File: src/verilog/pmc_pkg.sv
// Constants for the power-management extension and miscellaneous configuration registers.
package pmc_pkg;

    // Configuration space byte offsets.
    localparam logic [7:0] PMC_EXT_OFFSET = 8'h4a;
    localparam logic [7:0] PMC_MISC_OFFSET = 8'hf0;

    // Dword indices used by the configuration decode.
    localparam logic [5:0] PMC_EXT_DWORD = PMC_EXT_OFFSET[7:2];
    localparam logic [5:0] PMC_MISC_DWORD = PMC_MISC_OFFSET[7:2];

    // Bit position of the extension word inside its dword.
    localparam int PMC_EXT_SHIFT = 16;

    // Extension word fields and values.
    localparam logic [7:0] PMC_POWER_REPORT_DATA = 8'h00;
    localparam logic [7:0] PMC_BRIDGE_SUPPORT_EXTENSIONS = 8'h00;
    localparam logic [15:0] PMC_EXT_RESET = 16'h0000;

    // Miscellaneous configuration fields.
    localparam int PMC_WAKE_FROM_COLD_OFF_BIT = 15;
    localparam int PMC_WAKE_FROM_LIGHT_SLEEP_BIT = 13;
    localparam int PMC_LIGHT_SLEEP_SUPPORTED_BIT = 10;
    localparam int PMC_ABORT_SUPPRESSION_BIT = 4;
    localparam int PMC_PIN_REROUTING_BIT = 3;
    localparam int PMC_LINK_CLOCK_GATING_BYPASS_BIT = 2;
    localparam int PMC_PCI_CLOCK_GATING_BYPASS_BIT = 1;
    localparam int PMC_CLOCK_RUN_REQUEST_BIT = 0;

    // Writable mask and reset value of the miscellaneous configuration word.
    localparam logic [31:0] PMC_MISC_WRITE_MASK = 32'h0000a41f;
    localparam logic [31:0] PMC_MISC_RESET = 32'h00002400;

    // Data returned for an access to the stopped serial-link clock domain.
    localparam logic [31:0] PMC_INACTIVE_FILL = 32'hffffffff;

    // Synchronised pin inputs.
    localparam int PMC_SYNC_COUNT = 4;
    localparam int PMC_SYNC_PIN_TWO = 0;
    localparam int PMC_SYNC_PIN_THREE = 1;
    localparam int PMC_SYNC_CLOCK_RUN = 2;
    localparam int PMC_SYNC_LINK_ACTIVE = 3;
    localparam logic [PMC_SYNC_COUNT-1:0] PMC_SYNC_RESET = 4'hf;

    // Clock-run hold time in cycles of the 200 MHz clock.
    localparam logic [1:0] PMC_CLOCK_RUN_HOLD_CYCLES = 2'h2;

    // Clock-run request states.
    typedef enum logic [1:0] {
        PMC_CR_IDLE = 2'b00,
        PMC_CR_HOLD = 2'b01,
        PMC_CR_WAIT = 2'b10
    } pmc_clock_run_state_t;

endpackage : pmc_pkg

File: src/verilog/pmc_sync_if.sv
// Carrier between a raw pin input and its filtered level.
`timescale 1ns/1ps
interface pmc_sync_if;
    logic raw;
    logic clean;
    modport filter (input raw, output clean);
    modport user (output raw, input clean);
endinterface : pmc_sync_if
File: src/verilog/pmc_misc_config_regs.sv
// Power-management extension and miscellaneous configuration registers.
//
// Contract
// - Extension word is read-only, always reads zero, writes ignored.
// - Extension upper byte, power report data, always reads zero.
// - Extension lower byte, bridge support extensions, always reads zero.
// - Reserved miscellaneous bits 31-16, 14, 12-11, 9-5 read zero.
// - Bit 15 supplies capability bit 15, wake from cold off.
// - Bit 13 supplies capability bit 13, wake from light sleep.
// - Bit 10 supplies capability bit 10, light sleep supported.
// - Suppression zero: stopped-clock link access answered with target abort.
// - Suppression one: stopped-clock link access completes returning all ones.
// - Rerouting one: pins three and two feed serial clock and data, undriven.
// - Link clock gating bypass one lets link clock run ungated; test only.
// - PCI clock gating bypass one lets PCI clock run ungated; test only.
// - Clock-run request one: device keeps PCI clock running via clock-run.
// - Clock-run request zero: device lets PCI clock be stopped.
`timescale 1ns/1ps
module pmc_misc_config_regs
    import pmc_pkg::*;
(
    // Clock and reset.
    input wire logic i_clock,
    input wire logic i_rst,

    // Configuration access port.
    input wire logic i_cfg_req,
    input wire logic i_cfg_write,
    input wire logic [7:0] i_cfg_addr,
    input wire logic [3:0] i_cfg_byte_en,
    input wire logic [31:0] i_cfg_wdata,
    output logic o_cfg_ack,
    output logic [31:0] o_cfg_rdata,

    // Capability bits fed to the capabilities register.
    output logic o_wake_from_cold_off,
    output logic o_wake_from_light_sleep,
    output logic o_light_sleep_supported,

    // Access to registers of the serial-link clock domain.
    input wire logic i_link_req,
    input wire logic [31:0] i_link_reg_rdata,
    input wire logic i_link_clock_active,
    output logic o_link_ack,
    output logic o_link_abort,
    output logic [31:0] o_link_rdata,

    // Clock gating controls.
    output logic o_link_clock_gating_bypass,
    output logic o_pci_clock_gating_bypass,

    // General pins three and two.
    input wire logic i_general_pin_three,
    input wire logic i_general_pin_two,
    output logic o_general_pin_three,
    output logic o_general_pin_three_oe,
    output logic o_general_pin_two,
    output logic o_general_pin_two_oe,

    // General-purpose logic side of the pins.
    input wire logic [1:0] i_gpio_out,
    input wire logic [1:0] i_gpio_oe,
    output logic [1:0] o_gpio_in,

    // Serial bus side of the rerouted pins.
    output logic o_serial_clock_in,
    output logic o_serial_data_in,

    // Clock-run open-drain pin, active low.
    input wire logic i_clock_run_n,
    output logic o_clock_run_n,
    output logic o_clock_run_n_oe
);

    logic [31:0] misc_reg;
    logic [31:0] misc_next;
    logic [15:0] ext_word;
    logic cfg_ack_reg;
    logic [31:0] cfg_rdata_reg;
    logic [31:0] cfg_rdata_next;
    logic cfg_misc_hit;
    logic cfg_ext_hit;
    logic link_ack_reg;
    logic link_abort_reg;
    logic [31:0] link_rdata_reg;
    logic [PMC_SYNC_COUNT-1:0] pin_raw;
    logic [PMC_SYNC_COUNT-1:0] pin_clean;
    logic abort_suppression;
    logic pin_rerouting;
    logic clock_run_request;
    pmc_clock_run_state_t cr_state_reg;
    pmc_clock_run_state_t cr_state_next;
    logic [1:0] cr_count_reg;
    logic cr_drive_reg;
    logic pin_two_out_reg;
    logic pin_three_out_reg;
    logic pin_two_oe_reg;
    logic pin_three_oe_reg;
    logic serial_clock_reg;
    logic serial_data_reg;

    // Pin inputs from outside the clock domain.
    assign pin_raw[PMC_SYNC_PIN_TWO] = i_general_pin_two;
    assign pin_raw[PMC_SYNC_PIN_THREE] = i_general_pin_three;
    assign pin_raw[PMC_SYNC_CLOCK_RUN] = i_clock_run_n;
    assign pin_raw[PMC_SYNC_LINK_ACTIVE] = i_link_clock_active;

    // One filtered synchroniser per incoming pin.
    generate
        for (genvar g = 0; g < PMC_SYNC_COUNT; g++) begin : g_sync
            pmc_sync_if sync_if ();

            assign sync_if.raw = pin_raw[g];
            assign pin_clean[g] = sync_if.clean;

            pmc_pin_filter #(
                .p_reset_level(PMC_SYNC_RESET[g])
            ) u_filter (
                .i_clock(i_clock),
                .i_rst(i_rst),
                .sync(sync_if.filter)
            );
        end
    endgenerate

    // Field views of the miscellaneous configuration word.
    assign abort_suppression = misc_reg[PMC_ABORT_SUPPRESSION_BIT];
    assign pin_rerouting = misc_reg[PMC_PIN_REROUTING_BIT];
    assign clock_run_request = misc_reg[PMC_CLOCK_RUN_REQUEST_BIT];

    // Extension word is built from constant zero fields.
    assign ext_word = {PMC_POWER_REPORT_DATA, PMC_BRIDGE_SUPPORT_EXTENSIONS};

    // Configuration address decode.
    assign cfg_misc_hit = (i_cfg_addr[7:2] == PMC_MISC_DWORD);
    assign cfg_ext_hit = (i_cfg_addr[7:2] == PMC_EXT_DWORD);

    // Byte-enabled write that touches only writable bits.
    always_comb begin
        misc_next = misc_reg;
        if (i_cfg_req && i_cfg_write && cfg_misc_hit) begin
            for (int b = 0; b < 4; b++) begin
                if (i_cfg_byte_en[b]) begin
                    misc_next[b*8 +: 8] = (i_cfg_wdata[b*8 +: 8] & PMC_MISC_WRITE_MASK[b*8 +: 8])
                        | (misc_reg[b*8 +: 8] & ~PMC_MISC_WRITE_MASK[b*8 +: 8]);
                end
            end
        end
    end

    // Miscellaneous configuration storage; reserved bits never leave zero.
    always_ff @(posedge i_clock) begin
        if (i_rst) begin
            misc_reg <= PMC_MISC_RESET;
        end else begin
            misc_reg <= misc_next & PMC_MISC_WRITE_MASK;
        end
    end

    // Read data selection; writes to the extension word are dropped.
    always_comb begin
        cfg_rdata_next = 32'h00000000;
        if (cfg_misc_hit) begin
            cfg_rdata_next = misc_reg & PMC_MISC_WRITE_MASK;
        end else if (cfg_ext_hit) begin
            cfg_rdata_next = {ext_word, 16'h0000} >> (PMC_EXT_SHIFT - 16);
        end
    end

    // Configuration answer one cycle after the request.
    always_ff @(posedge i_clock) begin
        if (i_rst) begin
            cfg_ack_reg <= 1'b0;
            cfg_rdata_reg <= 32'h00000000;
        end else begin
            cfg_ack_reg <= i_cfg_req;
            if (i_cfg_req && !i_cfg_write) begin
                cfg_rdata_reg <= cfg_rdata_next;
            end
        end
    end

    assign o_cfg_ack = cfg_ack_reg;
    assign o_cfg_rdata = cfg_rdata_reg;

    // Capability bits follow the stored fields.
    assign o_wake_from_cold_off = misc_reg[PMC_WAKE_FROM_COLD_OFF_BIT];
    assign o_wake_from_light_sleep = misc_reg[PMC_WAKE_FROM_LIGHT_SLEEP_BIT];
    assign o_light_sleep_supported = misc_reg[PMC_LIGHT_SLEEP_SUPPORTED_BIT];

    // Answer to accesses of the serial-link clock domain.
    always_ff @(posedge i_clock) begin
        if (i_rst) begin
            link_ack_reg <= 1'b0;
            link_abort_reg <= 1'b0;
            link_rdata_reg <= 32'h00000000;
        end else begin
            link_ack_reg <= 1'b0;
            link_abort_reg <= 1'b0;
            if (i_link_req) begin
                if (pin_clean[PMC_SYNC_LINK_ACTIVE]) begin
                    link_ack_reg <= 1'b1;
                    link_rdata_reg <= i_link_reg_rdata;
                end else if (abort_suppression) begin
                    link_ack_reg <= 1'b1;
                    link_rdata_reg <= PMC_INACTIVE_FILL;
                end else begin
                    link_abort_reg <= 1'b1;
                    link_rdata_reg <= 32'h00000000;
                end
            end
        end
    end

    assign o_link_ack = link_ack_reg;
    assign o_link_abort = link_abort_reg;
    assign o_link_rdata = link_rdata_reg;

    // Clock gating bypass controls.
    assign o_link_clock_gating_bypass = misc_reg[PMC_LINK_CLOCK_GATING_BYPASS_BIT];
    assign o_pci_clock_gating_bypass = misc_reg[PMC_PCI_CLOCK_GATING_BYPASS_BIT];

    // Pin drivers and serial levels switch at one edge, so a driven pin always meets idle serial levels.
    always_ff @(posedge i_clock) begin
        if (i_rst) begin
            pin_two_out_reg <= 1'b0;
            pin_three_out_reg <= 1'b0;
            pin_two_oe_reg <= 1'b0;
            pin_three_oe_reg <= 1'b0;
            serial_clock_reg <= 1'b1;
            serial_data_reg <= 1'b1;
        end else begin
            pin_two_out_reg <= i_gpio_out[0];
            pin_three_out_reg <= i_gpio_out[1];
            pin_two_oe_reg <= i_gpio_oe[0] && !pin_rerouting;
            pin_three_oe_reg <= i_gpio_oe[1] && !pin_rerouting;
            serial_clock_reg <= pin_rerouting ? pin_clean[PMC_SYNC_PIN_THREE] : 1'b1;
            serial_data_reg <= pin_rerouting ? pin_clean[PMC_SYNC_PIN_TWO] : 1'b1;
        end
    end

    // Pin levels towards general-purpose logic and the serial bus.
    assign o_general_pin_two = pin_two_out_reg;
    assign o_general_pin_three = pin_three_out_reg;
    assign o_general_pin_two_oe = pin_two_oe_reg;
    assign o_general_pin_three_oe = pin_three_oe_reg;
    assign o_gpio_in = {pin_clean[PMC_SYNC_PIN_THREE], pin_clean[PMC_SYNC_PIN_TWO]};
    assign o_serial_clock_in = serial_clock_reg;
    assign o_serial_data_in = serial_data_reg;

    // Clock-run request sequencing.
    always_comb begin
        cr_state_next = cr_state_reg;
        unique case (cr_state_reg)
            PMC_CR_IDLE: begin
                if (clock_run_request && pin_clean[PMC_SYNC_CLOCK_RUN]) begin
                    cr_state_next = PMC_CR_HOLD;
                end
            end
            PMC_CR_HOLD: begin
                if (cr_count_reg == 2'h1) begin
                    cr_state_next = PMC_CR_WAIT;
                end
            end
            PMC_CR_WAIT: begin
                if (!pin_clean[PMC_SYNC_CLOCK_RUN]) begin
                    cr_state_next = PMC_CR_IDLE;
                end
            end
            default: begin
                cr_state_next = PMC_CR_IDLE;
            end
        endcase
    end

    // Clock-run state register.
    always_ff @(posedge i_clock) begin
        if (i_rst) begin
            cr_state_reg <= PMC_CR_IDLE;
        end else begin
            cr_state_reg <= cr_state_next;
        end
    end

    // Hold counter for the low drive of the clock-run pin.
    always_ff @(posedge i_clock) begin
        if (i_rst) begin
            cr_count_reg <= 2'h0;
        end else if (cr_state_reg == PMC_CR_IDLE) begin
            cr_count_reg <= PMC_CLOCK_RUN_HOLD_CYCLES;
        end else if (cr_count_reg != 2'h0) begin
            cr_count_reg <= cr_count_reg - 2'h1;
        end
    end

    // Low drive only while holding; stops one cycle after the request bit is cleared.
    always_ff @(posedge i_clock) begin
        if (i_rst) begin
            cr_drive_reg <= 1'b0;
        end else begin
            cr_drive_reg <= (cr_state_next == PMC_CR_HOLD) && clock_run_request;
        end
    end

    assign o_clock_run_n = 1'b0;
    assign o_clock_run_n_oe = cr_drive_reg;

endmodule : pmc_misc_config_regs

File: src/verilog/pmc_pin_filter.sv
// Three-flop synchroniser with agreement filter for one pin input.
`timescale 1ns/1ps
module pmc_pin_filter #(
    parameter logic p_reset_level = 1'b1
) (
    // Clock and reset.
    input wire logic i_clock,
    input wire logic i_rst,
    // Pin level in and filtered level out.
    pmc_sync_if.filter sync
);

    logic stage1_reg;
    logic stage2_reg;
    logic stage3_reg;
    logic clean_reg;

    // The first stage feeds only the second stage.
    always_ff @(posedge i_clock) begin
        if (i_rst) begin
            stage1_reg <= p_reset_level;
            stage2_reg <= p_reset_level;
            stage3_reg <= p_reset_level;
        end else begin
            stage1_reg <= sync.raw;
            stage2_reg <= stage1_reg;
            stage3_reg <= stage2_reg;
        end
    end

    // A change is taken once the second and third stages agree.
    always_ff @(posedge i_clock) begin
        if (i_rst) begin
            clean_reg <= p_reset_level;
        end else if (stage2_reg == stage3_reg) begin
            clean_reg <= stage3_reg;
        end
    end

    assign sync.clean = clean_reg;

endmodule : pmc_pin_filter

File: config.mk
export PLATFORM = sky130hd
export DESIGN_NAME = pmc_misc_config_regs
export DESIGN_NICKNAME = d
export VERILOG_FILES = /design/src/verilog/pmc_pkg.sv /design/src/verilog/pmc_sync_if.sv /design/src/verilog/pmc_misc_config_regs.sv /design/src/verilog/pmc_pin_filter.sv
export SDC_FILE = /design/constraint.sdc
export NUM_CORES = 1
export LEC_CHECK = 0
export BUFFER_PORTS_ARGS = -buffer_cell sky130_fd_sc_hd__buf_2
export CAP_MARGIN = 15
export CORE_ASPECT_RATIO = 1.5
export CORE_MARGIN = 2
export CORE_UTILIZATION = 43
export DETAILED_ROUTE_END_ITERATION = 10
export HOLD_SLACK_MARGIN = 0.08
export PLACE_DENSITY = 0.75
export SLEW_MARGIN = 10
export SYNTH_ARGS = -nofsm -noshare
export SYNTH_HDL_FRONTEND = slang
export SYNTH_HIERARCHICAL = 1
export SYNTH_SLANG_ARGS = --single-unit
File: constraint.sdc
create_clock -name i_clock -period 1.5 [get_ports i_clock]
set_input_delay 0 -clock i_clock [delete_from_list [all_inputs] [get_ports i_clock]]
set_output_delay 0 -clock i_clock [all_outputs]
set_load 0.05 [all_outputs]
==> impl_metrics.csv <==
group,metric,value,unit
logic_synthesis,ys.warnings.count,6,
detailed_routing,remaining_drc_errors,0,
worst_setup_path,r2r_cells,3,
grt,grt_start_max_net_pins,38,
logic_synthesis,yosysUniqueCellTypes,38,
logic_synthesis,avgSynthCellArea,9.891,um2
detailed_routing,route.met2.wl,3620,um
detailed_routing,viasPerCell,4.932,
cells_and_area,area_growth,42.85,%
clock_network,cts_setup_buffers,0,
placement,dp.cells,485,
cells_and_area,final_cells,559,
min_path,whs_endpoint,"o_link_rdata[10]",
logic_synthesis,synthSimpleGateAreaFrac,21.34,%
grt,grt_pass1_vias,2647,
worst_setup_path,r2r-end,"misc_reg[3]",
die,start_util,44.32,%
placement,portBuffers,117,
cells_and_area,final_cell_area,4338,um2
die,fp.dieH,106.9,um
power,total_power,4.558,mW
clock_network,clk_path_buf_depth,2,
sta,setup_viol,0,
run,cap_violations,0,
logic_synthesis,synth_area,3037,um2
logic_synthesis,ys_seq_elements,78,
sta,setup-tns-final,0,ns
cells_and_area,layout-drive-gt1-share,30.56,%
worst_setup_path,startpoint_type,"flip-flop",
die,die_w,72.62,um
clock_network,worstSkewPairLatency,0.35,ns
min_path,hp-start,"i_link_req",
sta,max_freq,720.2,MHz
detailed_routing,routed_wl,7553,um
grt,grt_pass1_wl,12050,um
detailed_routing,ant_nets,0,
logic_synthesis,yosysTopAreaCell,"dfxtp_1",
worst_setup_path,r2r_slack,0.11,ns
logic_synthesis,synthTopCellsByArea,"dfxtp_1 51%, buf_4 7.4%, a22o_1 6.9%",
cells_and_area,multi_input_area,1244,um2
sta,final_hold_viol_count,0,
worst_setup_path,cp_max_fo,6,
placement,placed_area,3557,um2
logic_synthesis,synth_top_family_by_area,"simple AND/OR/NAND/NOR gates",
die,core,6852,um2
worst_setup_path,max_stage_delay,0.57,ns
logic_synthesis,synth_xor_area_share,0,%
cells_and_area,largest_reg_flops,32,
sta,slew_headroom,35.66,%
logic_synthesis,synth_top_area_share,51.42,%
detailed_routing,drt-pass1-iter-count,4,
sta,clock_skew,0.008424,ns
placement,gp_congestion,0.7892,
worst_setup_path,crit_path_end_kind,"flip-flop",
min_path,holdPathStages,3,
clock_network,cts.htree.levels,3,
worst_setup_path,cp_cell_sequence,"o41ai_1 -> a21oi_1 -> dlygate4sd3_1",
logic_synthesis,ys_seq_area_share,51.42,%
worst_setup_path,slowest_stage,"dlygate4sd3_1",
worst_setup_path,r2r-start,"misc_reg[3]",
worst_setup_path,worstPathRequired,1.79,ns
grt,grt.total_usage,19.94,%
detailed_routing,drt-initial-drc-count,111,
sta,finalCritPeriodShare,92.56,%
sta,finalCriticalPeriod,1.388,ns
logic_synthesis,synthMuxAreaShare,0.9889,%
power,ir_worst_vdd,0.7273,mV
detailed_routing,vias,2757,
min_path,hold_path.class,"input pin to flip-flop",
die,core.rowCount,37,
sta,rsz0062_at_grt,"false",
worst_setup_path,criticalPathCategory,"flip-flop to flip-flop",
logic_synthesis,post_synth_fa_ha_maj_area_fraction,0,%
clock_network,clock_tree.root_cell,"clkbuf_8",
detailed_routing,wl_met1,3208,um
die,ios,171,
grt,antenna_found_initial,0,
cells_and_area,seq_area,1562,um2
grt,grt_overflow,0,
detailed_routing,wl_per_cell,13.51,um
cells_and_area,diodes,0,
detailed_routing,maxUsedRoutingLayer,"met4",
power,power_density,1051,nW/um2
detailed_routing,wl_met3,524,um
worst_setup_path,arrival,1.67,ns
clock_network,path_clk_slew,0.08,ns
power,power.leakage,2.002,nW
logic_synthesis,synth_compound_area_share,15.53,%
outcome,outcome,"finished, final reports clean",
clock_network,cts_buffers,9,
cells_and_area,fillCellCount,556,
placement,dp_hpwl,4737,um
clock_network,clock-sinks,78,
logic_synthesis,syn_inst,307,
sta,slew_viol_final,0,
clock_network,cts_tree,"done",
sta,max_slew.worst_pin.slew,0.9640,ns
die,fp.dieArea,7764,um2
cells_and_area,final_nets,565,
-- synthesized netlist by cell type (all sizes together) --
master,instances
and4,1
a21oi,18
nand2b,29
nand3,3
nor4bb,1
and3,1
a22o,24
nor2,23
nand4,14
a31o,1
dfxtp,78
buf,43
o21bai,4
a211oi,1
nor2b,4
clkbuf,4
nor3b,2
nor3,1
or3b,2
a2111oi,1
o41ai,4
nor4,1
o21ai,1
inv,3
nor4b,1
a311oi,8
conb,1
mux2i,3
or2,12
a31oi,1
nand2,17
-- cell usage in the layout, fill, tap and decap left out, types with 3 or more instances in the layout --
| master | synthesis | layout |
|---|---|---|
| clkbuf_8 | 0 | 10 |
| o21bai_1 | 4 | 4 |
| buf_2 | 11 | 117 |
| nand2b_1 | 28 | 28 |
| mux2i_1 | 3 | 3 |
| nand4_1 | 13 | 13 |
| a21oi_1 | 18 | 18 |
| nor2b_1 | 4 | 4 |
| or2_1 | 12 | 12 |
| nand2_1 | 17 | 17 |
| dlygate4sd3_1 | 0 | 58 |
| dfxtp_1 | 78 | 78 |
| a311oi_1 | 8 | 8 |
| inv_1 | 3 | 3 |
| nor2_1 | 20 | 20 |
| nand3_1 | 3 | 3 |
| o41ai_1 | 4 | 4 |
| conb_1 | 1 | 25 |
| a22o_1 | 24 | 24 |
| buf_4 | 30 | 5 |
-- stage by stage --
step	hold WS [ns]	util [%]	worst slack, ns
CTS	0.08554	63.31	0.1185
global route	0.1185	63.31	0.01186
detailed placement	0.1785	51.92	0.2593
finish	0.1061	63.31	0.1116
global placement	0.1750	51.92	0.2693
floorplan	0.09714	-	0.4087
-- final cells by class --
cell class / instances / area share [%]
Timing Repair Buffer: 181 / 28.21
Sequential cell: 78 / 36.00
Inverter: 3 / 0.2596
Multi-Input combinational cell: 203 / 28.67
Clock buffer: 11 / 3.259
Tap cell: 78 / 2.250
Clock inverter: 5 / 1.356
-- metal layers --
| layer | vias up | track usage [%] |
|---|---|---|
| met5 | - | 0 |
| met4 | 0 | 11.24 |
| met3 | 18 | 4.699 |
| met2 | 117 | 32.08 |
| met1 | 1264 | 23.96 |
| li1 | 1358 | - |
-- power by group --
part | total (mW) | switching [mW] | internal (mW)
clock | 1.56 | 0.749 | 0.814
combinational | 0.811 | 0.541 | 0.270
sequential | 2.18 | 0.0362 | 2.15
-- cell families (layout without fill, tap and decap cells) --
logic type             after synthesis  in the layout
muxes                                3              3
buffers and inverters               50            200
other                                1             25
and+or+nand+nor                    112            112
AOI/OAI and AO/OA                   63             63
DFF                                 78             78
-- timing repair --
| item | CTS | global route |
|---|---|---|
| hold buffers | 58 | 0 |
| endpoints found under the setup margin | 0 | 0 |
| gates resized for setup | 0 | 0 |
| endpoints found under the hold margin | 55 | 0 |
-- worst max-delay path by stage --
stage                             to  cells past startpoint  slack (ns)                     startpoint
floorplan           o_link_rdata[16]                      3        0.41  g_sync[3].u_filter/sync.clean
global placement     o_link_rdata[9]                      3        0.27                          i_rst
finish                   misc_reg[3]                      3        0.11                    misc_reg[3]
global route             misc_reg[3]                      3        0.01                    misc_reg[3]
CTS                      misc_reg[3]                      3        0.12                    misc_reg[3]
detailed placement  o_link_rdata[13]                      3        0.26                          i_rst
-- critical path, delay by kind of cell (launching register included) --
kind | cells | cell delay (ns)
buffers and inverters | 1 | 0.57
flip-flops | 1 | 0.48
AO/OA/AOI/OAI | 2 | 0.28
Note: power is estimated with default switching activity, not from simulation.
